==> src/thc_top_dummy_end.sv <==
// Intentionally minimal: empty compilation unit guard
`timescale 1ns/1ps
`default_nettype none
`default_nettype wire

==> src/thc_pkg.sv <==
// Constants, command codes and decode helpers of the teleprinter host control
package thc_pkg;

  localparam logic [3:0] CMD_READ = 4'h1;
  localparam logic [3:0] CMD_STOP = 4'h2;
  localparam logic [3:0] CMD_INHIBIT = 4'h4;
  localparam logic [3:0] CMD_READ_INH = 4'h5;
  localparam logic [3:0] CMD_STOP_INH = 4'h6;
  localparam logic [3:0] CMD_ALLOW = 4'h8;
  localparam logic [3:0] CMD_READ_ALW = 4'h9;
  localparam logic [3:0] CMD_STOP_ALW = 4'ha;

  // Stop windows in milliseconds, and clock rate in cycles per ms
  localparam int STOP_NEAR_MS = 22;
  localparam int STOP_FAR_MS = 33;
  localparam int STOP_IRQ_MS = 31;
  localparam int CYC_PER_MS = 250000;
  localparam int STOP_NEAR_CYC = STOP_NEAR_MS * CYC_PER_MS;
  localparam int STOP_FAR_CYC = STOP_FAR_MS * CYC_PER_MS;
  localparam int STOP_IRQ_CYC = STOP_IRQ_MS * CYC_PER_MS;
  localparam int AGE_W = 24;

  localparam logic RESET_TX_SERVICE = 1'b1;
  localparam int FIFO_DEPTH = 32;
  localparam int BYTE_W = 8;

  function automatic logic cmd_is_start(input logic [3:0] n);
    return (n == CMD_READ) || (n == CMD_READ_INH) || (n == CMD_READ_ALW);
  endfunction

  function automatic logic cmd_is_stop(input logic [3:0] n);
    return (n == CMD_STOP) || (n == CMD_STOP_INH) || (n == CMD_STOP_ALW);
  endfunction

  function automatic logic cmd_is_inhibit(input logic [3:0] n);
    return (n == CMD_INHIBIT) || (n == CMD_READ_INH) || (n == CMD_STOP_INH);
  endfunction

  function automatic logic cmd_is_allow(input logic [3:0] n);
    return (n == CMD_ALLOW) || (n == CMD_READ_ALW) || (n == CMD_STOP_ALW);
  endfunction

endpackage

==> src/thc_stream_if.sv <==
// Valid/ready byte stream between the control logic and its FIFO
`timescale 1ns/1ps
`default_nettype none
interface thc_stream_if #(parameter int WIDTH = 8);
  logic valid;
  logic ready;
  logic [WIDTH-1:0] data;
  modport src (output valid, output data, input ready);
  modport snk (input valid, input data, output ready);
endinterface
`default_nettype wire

==> src/thc_fifo.sv <==
// Byte FIFO with registered read data and valid/ready on both sides
`timescale 1ns/1ps
`default_nettype none
module thc_fifo #(
  parameter int WIDTH = 8,
  parameter int DEPTH = 32
) (
  input wire logic clk_i,
  input wire logic reset_i,
  thc_stream_if.snk wr,
  thc_stream_if.src rd
);
  localparam int AW = $clog2(DEPTH);
  localparam logic [AW:0] FULL_CNT = DEPTH[AW:0];

  logic [WIDTH-1:0] mem [DEPTH];
  logic [AW-1:0] wptr;
  logic [AW-1:0] rptr;
  logic [AW:0] count;
  logic out_valid;
  logic [WIDTH-1:0] out_data;
  logic do_push;
  logic do_load;

  // Output register counts as one extra slot beyond the array
  assign wr.ready = (count != FULL_CNT);
  assign do_push = wr.valid && wr.ready;
  assign do_load = (count != '0) && (!out_valid || rd.ready);
  assign rd.valid = out_valid;
  assign rd.data = out_data;

  // Array write
  always_ff @(posedge clk_i) begin
    if (do_push) begin
      mem[wptr] <= wr.data;
    end
  end

  // Pointers and occupancy
  always_ff @(posedge clk_i) begin
    if (reset_i) begin
      wptr <= '0;
      rptr <= '0;
      count <= '0;
    end else begin
      if (do_push) begin
        wptr <= wptr + 1'b1;
      end
      if (do_load) begin
        rptr <= rptr + 1'b1;
      end
      count <= count + {{AW{1'b0}}, do_push} - {{AW{1'b0}}, do_load};
    end
  end

  // Read data always comes from this register
  always_ff @(posedge clk_i) begin
    if (reset_i) begin
      out_valid <= 1'b0;
      out_data <= '0;
    end else if (do_load) begin
      out_valid <= 1'b1;
      out_data <= mem[rptr];
    end else if (rd.ready) begin
      out_valid <= 1'b0;
    end
  end
endmodule
`default_nettype wire

==> src/thc_top.sv <==
// Host-side control of a full-duplex teleprinter controller
`timescale 1ns/1ps
`default_nettype none
module thc_top #(
  parameter int STOP_NEAR_CYC = thc_pkg::STOP_NEAR_CYC,
  parameter int STOP_FAR_CYC = thc_pkg::STOP_FAR_CYC,
  parameter int STOP_IRQ_CYC = thc_pkg::STOP_IRQ_CYC,
  parameter int FIFO_DEPTH = thc_pkg::FIFO_DEPTH
) (
  input wire logic clk_i,
  input wire logic reset_i,
  // Station address of the transmitter, bit 0 ignored; receiver is the next odd one
  input wire logic [7:0] station_addr_i,
  // Programmed channel bus side
  input wire logic [7:0] sel_addr_i,
  input wire logic command_output_instr_i,
  input wire logic data_input_instr_i,
  input wire logic data_output_instr_i,
  input wire logic address_input_instr_i,
  input wire logic [7:0] bus_data_i,
  output logic [7:0] bus_data_o,
  output logic bus_data_oe_o,
  output logic ack_o,
  output logic rx_irq_o,
  output logic tx_irq_o,
  // Receiver character side
  input wire logic rx_char_start_i,
  input wire logic rx_char_valid_i,
  input wire logic [7:0] rx_char_i,
  input wire logic tape_loaded_i,
  input wire logic on_line_i,
  input wire logic lever_start_i,
  input wire logic kbd_busy_i,
  output logic reader_run_o,
  // Transmitter character side
  output logic tx_valid_o,
  output logic [7:0] tx_data_o,
  input wire logic tx_ready_i,
  input wire logic tx_unit9_i,
  input wire logic tx_done_i
);
  localparam int AW = thc_pkg::AGE_W;

  logic [7:0] tx_addr;
  logic [7:0] rx_addr;
  logic rx_hit;
  logic tx_hit;
  logic [3:0] cmd_nib;
  logic rx_cmd_ok;
  logic tx_cmd_ok;
  logic rx_inh;
  logic rx_alw;
  logic tx_inh;
  logic tx_alw;
  logic rx_start;
  logic rx_stop;
  logic edi_ok;
  logic edo_ok;
  logic eai_rx;
  logic eai_tx;

  logic [7:0] rx_buf;
  logic rx_full;
  logic rx_irq_en;
  logic tx_irq_en;
  logic tx_service;
  logic [1:0] stop_left;
  logic [1:0] next_stop_left;
  logic [AW-1:0] ack_age;
  logic [AW-1:0] irq_age;

  thc_stream_if #(.WIDTH(thc_pkg::BYTE_W)) push_if ();
  thc_stream_if #(.WIDTH(thc_pkg::BYTE_W)) pop_if ();

  // Section addresses from the strap
  // even and odd
  assign tx_addr = {station_addr_i[7:1], 1'b0};
  assign rx_addr = {station_addr_i[7:1], 1'b1};
  assign rx_hit = (sel_addr_i == rx_addr);
  assign tx_hit = (sel_addr_i == tx_addr);

  // Command decode; upper digits are don't-care
  // low nibble only
  assign cmd_nib = bus_data_i[3:0];
  assign rx_cmd_ok = command_output_instr_i && rx_hit &&
                     (thc_pkg::cmd_is_start(cmd_nib) ||
                      thc_pkg::cmd_is_stop(cmd_nib) ||
                      (cmd_nib == thc_pkg::CMD_INHIBIT) ||
                      (cmd_nib == thc_pkg::CMD_ALLOW));
  // transmitter takes only inhibit and allow
  assign tx_cmd_ok = command_output_instr_i && tx_hit &&
                     ((cmd_nib == thc_pkg::CMD_INHIBIT) ||
                      (cmd_nib == thc_pkg::CMD_ALLOW));
  assign rx_inh = rx_cmd_ok && thc_pkg::cmd_is_inhibit(cmd_nib);
  assign rx_alw = rx_cmd_ok && thc_pkg::cmd_is_allow(cmd_nib);
  assign tx_inh = tx_cmd_ok && (cmd_nib == thc_pkg::CMD_INHIBIT);
  assign tx_alw = tx_cmd_ok && (cmd_nib == thc_pkg::CMD_ALLOW);
  assign rx_start = rx_cmd_ok && thc_pkg::cmd_is_start(cmd_nib);
  assign rx_stop = rx_cmd_ok && thc_pkg::cmd_is_stop(cmd_nib);

  // Data-in is refused when a new character is already under way
  // drop and stay silent
  assign edi_ok = data_input_instr_i && rx_hit && rx_full &&
                  !rx_char_start_i;
  assign edo_ok = data_output_instr_i && tx_hit && tx_service &&
                  push_if.ready;
  // Address-in serves receiver first when both request
  // requesting section only
  assign eai_rx = address_input_instr_i && rx_irq_o;
  assign eai_tx = address_input_instr_i && tx_irq_o && !rx_irq_o;

  // Bus answer, registered, one cycle after the strobe
  // acknowledge for commands and data; address-in gets none
  always_ff @(posedge clk_i) begin
    if (reset_i) begin
      ack_o <= 1'b0;
      bus_data_o <= 8'h00;
      bus_data_oe_o <= 1'b0;
    end else begin
      ack_o <= rx_cmd_ok || tx_cmd_ok || edi_ok || edo_ok;
      bus_data_oe_o <= edi_ok || eai_rx || eai_tx;
      if (edi_ok) begin
        bus_data_o <= rx_buf;
      end else if (eai_rx) begin
        bus_data_o <= rx_addr;
      end else if (eai_tx) begin
        bus_data_o <= tx_addr;
      end else begin
        bus_data_o <= 8'h00;
      end
    end
  end

  // Receiver holding byte and service-required state
  // data-in clears service state
  always_ff @(posedge clk_i) begin
    if (reset_i) begin
      rx_buf <= 8'h00;
      rx_full <= 1'b0;
    end else begin
      if (edi_ok || rx_char_start_i) begin
        rx_full <= 1'b0;
      end
      // New character wins over a same-cycle clear
      if (rx_char_valid_i) begin
        rx_buf <= rx_char_i;
        rx_full <= 1'b1;
      end
    end
  end

  // Receiver interrupt allow bit
  // starts suppressed
  always_ff @(posedge clk_i) begin
    if (reset_i) begin
      rx_irq_en <= 1'b0;
    end else if (rx_inh) begin
      rx_irq_en <= 1'b0;
    end else if (rx_alw) begin
      rx_irq_en <= 1'b1;
    end
  end

  // Receiver interrupt request
  // per character until serviced
  always_ff @(posedge clk_i) begin
    if (reset_i) begin
      rx_irq_o <= 1'b0;
    end else begin
      if (edi_ok || eai_rx || rx_char_start_i) begin
        rx_irq_o <= 1'b0;
      end
      if (rx_inh) begin
        rx_irq_o <= 1'b0;
      end
      if (rx_alw) begin
        rx_irq_o <= rx_full && !edi_ok && !rx_char_start_i;
      end
      // Set wins over every clear above except a same-cycle inhibit
      if (rx_char_valid_i && (rx_alw || (rx_irq_en && !rx_inh))) begin
        rx_irq_o <= 1'b1;
      end
    end
  end

  // Time since last data-in acknowledge, saturating
  always_ff @(posedge clk_i) begin
    if (reset_i) begin
      ack_age <= '1;
    end else if (edi_ok) begin
      ack_age <= '0;
    end else if (ack_age != '1) begin
      ack_age <= ack_age + 1'b1;
    end
  end

  // Time since the receiver request was raised, saturating
  always_ff @(posedge clk_i) begin
    if (reset_i) begin
      irq_age <= '1;
    end else if (rx_char_valid_i && rx_irq_en) begin
      irq_age <= '0;
    end else if (irq_age != '1) begin
      irq_age <= irq_age + 1'b1;
    end
  end

  // Characters still to pass before a stop takes hold
  // inhibited stop window
  always_comb begin
    next_stop_left = stop_left;
    if (rx_irq_en) begin
      next_stop_left = (irq_age <= AW'(STOP_IRQ_CYC)) ? 2'd2 : 2'd1;
    end else if (ack_age <= AW'(STOP_NEAR_CYC)) begin
      next_stop_left = 2'd1;
    end else begin
      // Gap between the two windows treated like the late case
      next_stop_left = (ack_age > AW'(STOP_FAR_CYC)) ? 2'd2 : 2'd2;
    end
  end

  // Reader run control
  // reader inhibited at reset
  always_ff @(posedge clk_i) begin
    if (reset_i) begin
      reader_run_o <= 1'b0;
      stop_left <= 2'd0;
    end else if (rx_start) begin
      if (tape_loaded_i && on_line_i && lever_start_i && !kbd_busy_i) begin
        reader_run_o <= 1'b1;
      end
      stop_left <= 2'd0;
    end else if (rx_stop && reader_run_o) begin
      stop_left <= next_stop_left;
    end else if (rx_char_valid_i && (stop_left != 2'd0)) begin
      stop_left <= stop_left - 2'd1;
      if (stop_left == 2'd1) begin
        reader_run_o <= 1'b0;
      end
    end
  end

  // Transmitter interrupt allow bit
  always_ff @(posedge clk_i) begin
    if (reset_i) begin
      tx_irq_en <= 1'b0;
    end else if (tx_inh) begin
      tx_irq_en <= 1'b0;
    end else if (tx_alw) begin
      tx_irq_en <= 1'b1;
    end
  end

  // Transmitter service-required state
  // transmitter needs service
  always_ff @(posedge clk_i) begin
    if (reset_i) begin
      tx_service <= thc_pkg::RESET_TX_SERVICE;
    end else begin
      if (edo_ok || eai_tx) begin
        tx_service <= 1'b0;
      end
      // Completion beats a same-cycle clear
      if (tx_done_i) begin
        tx_service <= 1'b1;
      end
    end
  end

  // Transmitter interrupt request
  // raised after eighth bit
  always_ff @(posedge clk_i) begin
    if (reset_i) begin
      tx_irq_o <= 1'b0;
    end else begin
      if (edo_ok || eai_tx || tx_inh) begin
        tx_irq_o <= 1'b0;
      end
      if (tx_alw) begin
        tx_irq_o <= tx_service && !edo_ok;
      end
      if (tx_unit9_i && (tx_alw || (tx_irq_en && !tx_inh))) begin
        tx_irq_o <= 1'b1;
      end
    end
  end

  // Accepted bytes queue toward the serialiser
  assign push_if.valid = edo_ok;
  assign push_if.data = bus_data_i;

  thc_fifo #(
    .WIDTH(thc_pkg::BYTE_W),
    .DEPTH(FIFO_DEPTH)
  ) u_fifo (
    .clk_i(clk_i),
    .reset_i(reset_i),
    .wr(push_if),
    .rd(pop_if)
  );

  // Output stage; a stalled serialiser backs up into the FIFO
  assign pop_if.ready = !tx_valid_o || tx_ready_i;

  always_ff @(posedge clk_i) begin
    if (reset_i) begin
      tx_valid_o <= 1'b0;
      tx_data_o <= 8'h00;
    end else if (pop_if.ready) begin
      tx_valid_o <= pop_if.valid;
      if (pop_if.valid) begin
        tx_data_o <= pop_if.data;
      end
    end
  end
endmodule
`default_nettype wire

==> config.mk <==
export PLATFORM = sky130hd
export DESIGN_NAME = thc_top
export DESIGN_NICKNAME = d
export VERILOG_FILES = /design/src/thc_top_dummy_end.sv /design/src/thc_pkg.sv /design/src/thc_stream_if.sv /design/src/thc_fifo.sv /design/src/thc_top.sv
export SDC_FILE = /design/constraint.sdc
export NUM_CORES = 1
export LEC_CHECK = 0
export ABC_AREA = 1
export BUFFER_PORTS_ARGS = -buffer_cell sky130_fd_sc_hd__buf_2
export CORE_MARGIN = 2
export CORE_UTILIZATION = 35
export DETAILED_ROUTE_END_ITERATION = 12
export SLEW_MARGIN = 20
export SYNTH_ARGS = -nofsm -noshare
export SYNTH_HDL_FRONTEND = slang
export SYNTH_SLANG_ARGS = --single-unit
export TNS_END_PERCENT = 100
==> constraint.sdc <==
create_clock -name clk_i -period 8.2 [get_ports clk_i]
set_clock_uncertainty 0.2 [all_clocks]
set_input_delay 0.41 -clock clk_i [delete_from_list [all_inputs] [get_ports clk_i]]
set_output_delay 0.41 -clock clk_i [all_outputs]
set_load 0.005 [all_outputs]
==> results of run 1 <==
-- power breakdown --
part | internal [W] | switching [W]
clock network | 0.00105 | 0.000721
logic | 0.000600 | 0.00123
registers | 0.00211 | 0.000172
-- metal layers --
layer | vias up | wire length, microns | GRT usage (%)
met2 | 268 | 18600 | 27.2
li1 | 6007 | - | -
met1 | 5852 | 18200 | 21.7
met3 | 61 | 1630 | 2.20
met5 | - | 0 | 0
met4 | 0 | 948 | 5.17
-- cell families (layout without fill, tap and decap cells) --
logic type	Yosys count	count (layout)	synth area share (%)
adders and majority gates	21	21	1.65
buffers and inverters	232	320	5.96
and+or+nand+nor	776	776	20.9
DFF	365	365	60.3
AOI/OAI and AO/OA	317	317	10.7
xor gates and xnor gates	8	8	0.428
-- sequential cells by signal, indices dropped and copies added, names as in the netlist, 6 cells and up --
register        flops
ack_age            24
bus_data_o          8
irq_age            24
rx_buf              8
tx_data_o           8
u_fifo.count        6
u_fifo.mem        256
u_fifo.rd.data      8
-- worst max-delay path, delay by kind of cell, from the launching register on --
kind	cells	cell delay, ns
and+or+nand+nor	5	1.58
buffers and inverters	3	0.47
DFF	1	0.33
adders and majority gates	1	0.22
-- placed cells by master, fill, tap and decap left out, types with 24 or more instances in the layout --
master     Yosys  final
nor2_1       284    283
nand2_1      267    267
edfxtp_1     256    256
o21ai_0      161    161
inv_1        151    150
nand3_1      125    125
dfxtp_1      109    107
buf_2         14     67
a21oi_1       52     52
o211ai_1      43     43
clkbuf_16      0     41
o21ai_1       33     33
nand4_1       24     24
-- metrics by stage --
stage | std cells | instance area [sq um] | setup slack (ns) | hold slack (ns) | total power [W]
floorplan | 1719 | 16400 | 5.59 | 0.242 | 0.00367
global placement | 2332 | 17200 | 4.62 | 0.257 | 0.00411
detailed placement | 2332 | 17200 | 4.61 | 0.257 | 0.00415
CTS | 2414 | 18600 | 4.94 | 0.00449 | 0.00593
global route | 2414 | 18600 | 4.69 | 0.0441 | 0.00627
finish | 2414 | 18600 | 5.02 | 0.0216 | 0.00589
-- what timing repair did --
action / in CTS / in global routing
hold buffers: 10 / 0
hold endpoints to repair: 10 / 0
buffers inserted: 0 / 0
-- how the worst max path moves through the flow --
stage | startpoint | to | slack [ns] | cells after the start
2_1_floorplan | u_fifo.count[2] | u_fifo.count[4] | 5.59 | 15
3_5_place_dp | station_addr_i[3] | u_fifo.mem[26][3] | 4.61 | 11
4_1_cts | u_fifo.count[2] | u_fifo.mem[26][2] | 4.94 | 9
5_1_grt | u_fifo.count[2] | u_fifo.count[5] | 4.69 | 17
6_report | u_fifo.count[2] | u_fifo.mem[26][2] | 5.02 | 9
3_3_place_gp | station_addr_i[3] | u_fifo.mem[26][3] | 4.62 | 11
-- final cells by class --
class                   count  area (sq um)
fillers                  4415         27800
flip-flops and latches    365          9870
multi-input cells        1122          5540
clock buffers              47          1060
well taps                 607           759
inverters                 159           599
repair buffers             89           526
clock inverters            25           235
==> metrics, run 1 <==
CTS tree=yes; headroom to the max-slew limit=28.9%; Max FO, Critical Path=11; antenna diode count=0; Cells after Synth=1,719; share of layout cells above drive strength 1=a little over a tenth; dominant cell by count in the synthesized netlist=nor2_1; final setup fails=0; vias in the first global route=11,800; Syn. warnings=0; unrepaired setup endpoints after global routing=no; Avg WL per Cell=16.3 microns; worst skew pair latency=~0.55 ns; effective utilization at floorplan=35.3%; Tightest Pin Transition=1.06 ns; leading post-synthesis cells by cell area=edfxtp_1 47%, dfxtp_1 13%, nor2_1 6.5%; via count=around 12,000; antenna violations before repair=0; setup TNS=0 ns; H-tree levels=2; startpoint types=flip-flop; sink of the worst hold path=tx_irq_o; DIE AREA=between 0.04 and 0.05 sq mm; syn nets=1,787; status=complete, no violations; Synth Flop Type=edfxtp_1; core box area=0.0464 sq mm; Die Wd=between 200 and 250 microns; total track usage=16.2%; max_cap viols=0; Worst Hold Class=input port to flip-flop; reg-to-reg startpoint=u_fifo.count[2]; CTS sink cnt=365; Layout Utilization=40.1%; DRC=0; WP data arrival=between 3 and 4 ns; hold wc startpoint=tx_unit9_i; critical path endpoint category=flip-flop; leakage power=7.43 nW; asr flop ratio synth=0%; Max Buffers Root-to-Sink=3; syn avg cell area=between 9 and 10 sq um; number of synthesized flops with an enable pin=256; pwr dens=between 300 and 400 mW/mm^2; reg-to-reg endpoint=u_fifo.mem[26][2]; critical-path cell list=inv_1, ha_1, nand4_1, nand3_1, inv_1, nand2_1, inv_1, nand2_1, nor2_1; Crit path largest cell delay=0.75 ns; crit share post-route=about two fifths; drt total wl=roughly 39,000 microns; gr ovfl total=0; Most common cell on crit path=inv_1; nets@finish=1,844; Root Buffer=clkbuf_16; post-CTS sizing=0; largest net degree at the start of global routing=85; largest area contributor in the synthesized netlist=edfxtp_1; CP Class=flip-flop to flip-flop; # rows=79; DR pass1 iterations=7; Final min period=3.18 ns; hpwl dp=25,500 microns; Yosys top cell area share=between 40 and 50%; DR vias/cell=5.05; antenna-violating nets left=0; setup slack, reg-to-reg=5.02 ns; Hold Fails Final Rpt=0; Worst-path clk slew=0.06 ns; register bit total from synthesis=365; peak supply drop=0.134 mV; first-pass GRT wire length=62,700 microns; area grow syn2layout=13.6%; GPL Wtd Cong=0.891; drt initial violations=967; Max Clock Freq=0.315 GHz; io pins=69; Chip Height=220 microns; Crit path required time=8.15 ns; cell area after synthesis=about 0.016 sq mm; fin. max-slew vios=0; Commonest cells post-synth=284 x nor2_1, 267 x nand2_1, 256 x edfxtp_1; sequential fraction of the synthesis area=roughly three fifths; r2r worst-path depth=9; # port buffers=67; hold depth=5; TritonCTS buffer count=39; slowest stage cell, crit path=nor2_1; Yosys cell types=50
(Power assumes the default switching activity.)
==> run 2: changes to the inputs <==
clock period = 3 ns   (was 8.2 ns; I/O delays follow)
==> metrics, run 2 (synthesized netlist as in run 1, its figures left out) <==
hpwl dp=26,700 microns (+4.5%); CTS tree=yes; setup slack, reg-to-reg=0.49 ns (-4.53 ns); pwr dens=841 mW/mm^2 (+170%); Root Buffer=clkbuf_16; commonest non-fill, non-tap cell in the layout=nor2_1; core box area=0.0464 sq mm (unchanged); leakage power=7.83 nW (+5.4%); # rows=79 (unchanged); H-tree levels=2 (unchanged); CTS sink cnt=365 (unchanged); Worst-path clk slew=0.06 ns (about the same); critical path endpoint category=flip-flop; io pins=69 (unchanged); area grow syn2layout=18.0%; Max Clock Freq=0.357 GHz; gr ovfl total=0 (unchanged); drt initial violations=1,207 (+25%); fin worst setup slack=0.198 ns (-4.82 ns); headroom to the max-slew limit=50.4% (+22 points); Largest Register=u_fifo.mem; effective utilization at floorplan=35.3% (unchanged); share of layout cells above drive strength 1=12.7% (+2.0 points); Die Wd=220 microns (unchanged); via count=12,500 (+2.6%); Hold Fails Final Rpt=0 (unchanged); total track usage=16.9% (+0.67 points); # port buffers=67 (unchanged); Worst Hold Class=input port to flip-flop; DIE AREA=0.0485 sq mm (unchanged); Crit path required time=3.28 ns (-4.87 ns); Chip Height=220 microns (unchanged); Filler cells=4,385 (-0.68%); peak supply drop=0.419 mV (+210%); drt total wl=41,000 microns (+4.3%); final hold slack=0.0172 ns (-0.00436 ns); DR vias/cell=5.01 (-0.69%); GPL Wtd Cong=0.908 (+1.9%); largest net degree at the start of global routing=101 (+19%); setup TNS=0 ns (unchanged); TritonCTS buffer count=38 (-2.6%); DRC=0 (unchanged); Max FO, Critical Path=5 (-6); CP Class=input port to flip-flop; Max Buffers Root-to-Sink=3 (unchanged); Final min period=2.80 ns; biggest regs=u_fifo.mem x256, ack_age x24, irq_age x24; Place WS=0.394 ns (-4.22 ns); Tightest Pin Transition=0.744 ns (-0.316 ns); unrepaired setup endpoints after global routing=no; antenna-violating nets left=0 (unchanged); register area=0.00987 sq mm (unchanged); max_cap viols=0 (unchanged); status=complete, no violations; most frequent cells in the layout=282 x nor2_1, 267 x nand2_1, 256 x edfxtp_1, 161 x o21ai_0, 150 x inv_1; max reg flops=256 (unchanged); antenna diode count=0 (unchanged); DR pass1 iterations=6 (-1); Avg WL per Cell=16.4 microns (+0.88%); startpoint types=input port; vias in the first global route=12,000 (+1.8%); multi-input combinational cell area=0.00553 sq mm (about the same); final setup fails=0 (unchanged); nets@finish=1,926 (+4.4%); crit share post-route=~93%; WP data arrival=3.08 ns (-0.05 ns); fin. max-slew vios=0 (unchanged); first-pass GRT wire length=64,500 microns (+2.8%); worst skew pair latency=0.54 ns (about the same); antenna violations before repair=2 (+2)
run 2: cell types whose count changed in the layout (fill, tap and decap cells not counted), sizes merged, moves of 2 or more:
cell | previous run | this run
buf | 79 | 124
dlygate4sd3 | 10 | 47
clkinv | 20 | 18
clkbuf | 47 | 45
run 2: power by group:
part           total [W]  leakage, nW  internal, W  switching [W]
Clock            0.00488        0.632      0.00291        0.00196
Sequential       0.00618         3.20      0.00578       0.000401
Combinational    0.00519         4.00      0.00174        0.00345
run 2: final timing paths:
check                         start           endpoint  cells after the start
hold / removal        bus_data_i[6]   u_fifo.mem[5][6]                      1
setup / recovery      bus_data_i[2]          rx_irq_en                     13
setup reg to reg    u_fifo.count[2]    u_fifo.count[4]                     14
hold reg to reg   u_fifo.rd.data[3]  u_fifo.rd.data[3]                      2
run 2: critical path: stages:
cell	delay (ns)
dlygate4sd3_1	0.53
clkbuf_4	0.21
inv_1	0.11
nand2_1	0.10
nor2_4	0.16
nor2_1	0.06
nand3_1	0.11
nand3_2	0.15
inv_2	0.10
nand3_1	0.06
dlygate4sd3_1	0.58
a21oi_1	0.18
dlygate4sd3_1	0.58
run 2: area by class of cell:
| type | instances | share of cell area [%] |
|---|---|---|
| Timing Repair Buffer | 172 | 6.50 |
| Tap cell | 607 | 3.93 |
| Multi-Input combinational cell | 1122 | 28.6 |
| Clock inverter | 26 | 1.33 |
| Inverter | 159 | 3.10 |
| Clock buffer | 44 | 5.37 |
| Sequential cell | 365 | 51.1 |
run 2: repair_timing:
| item | in CTS | in global routing |
|---|---|---|
| resized for setup | 0 | 5 |
| setup endpoints to repair | 0 | 1 |
| hold buffers | 47 | 0 |
| hold endpoints to repair | 79 | 0 |
| buffers inserted | 0 | 1 |
run 2: routing by layer:
metal  GRT usage, %  wire [microns]  vias up
met3           2.01            1980       66
met5              0               0        -
met1           22.6           18400     5962
met2           28.4           19500      316
met4           6.02            1130        0
li1               -               -     6166
run 2: through the flow:
| stage | util (%) | cell area, sq um | total power [W] | instances |
|---|---|---|---|---|
| after floorplan | - | 16400 | 0.0100 | 1719 |
| after global placement | 37.8 | 17500 | 0.0113 | 2377 |
| after detailed placement | 37.8 | 17500 | 0.0114 | 2377 |
| after CTS | 41.6 | 19300 | 0.0163 | 2494 |
| after global routing | 41.7 | 19300 | 0.0173 | 2495 |
| final | 41.7 | 19300 | 0.0162 | 2495 |
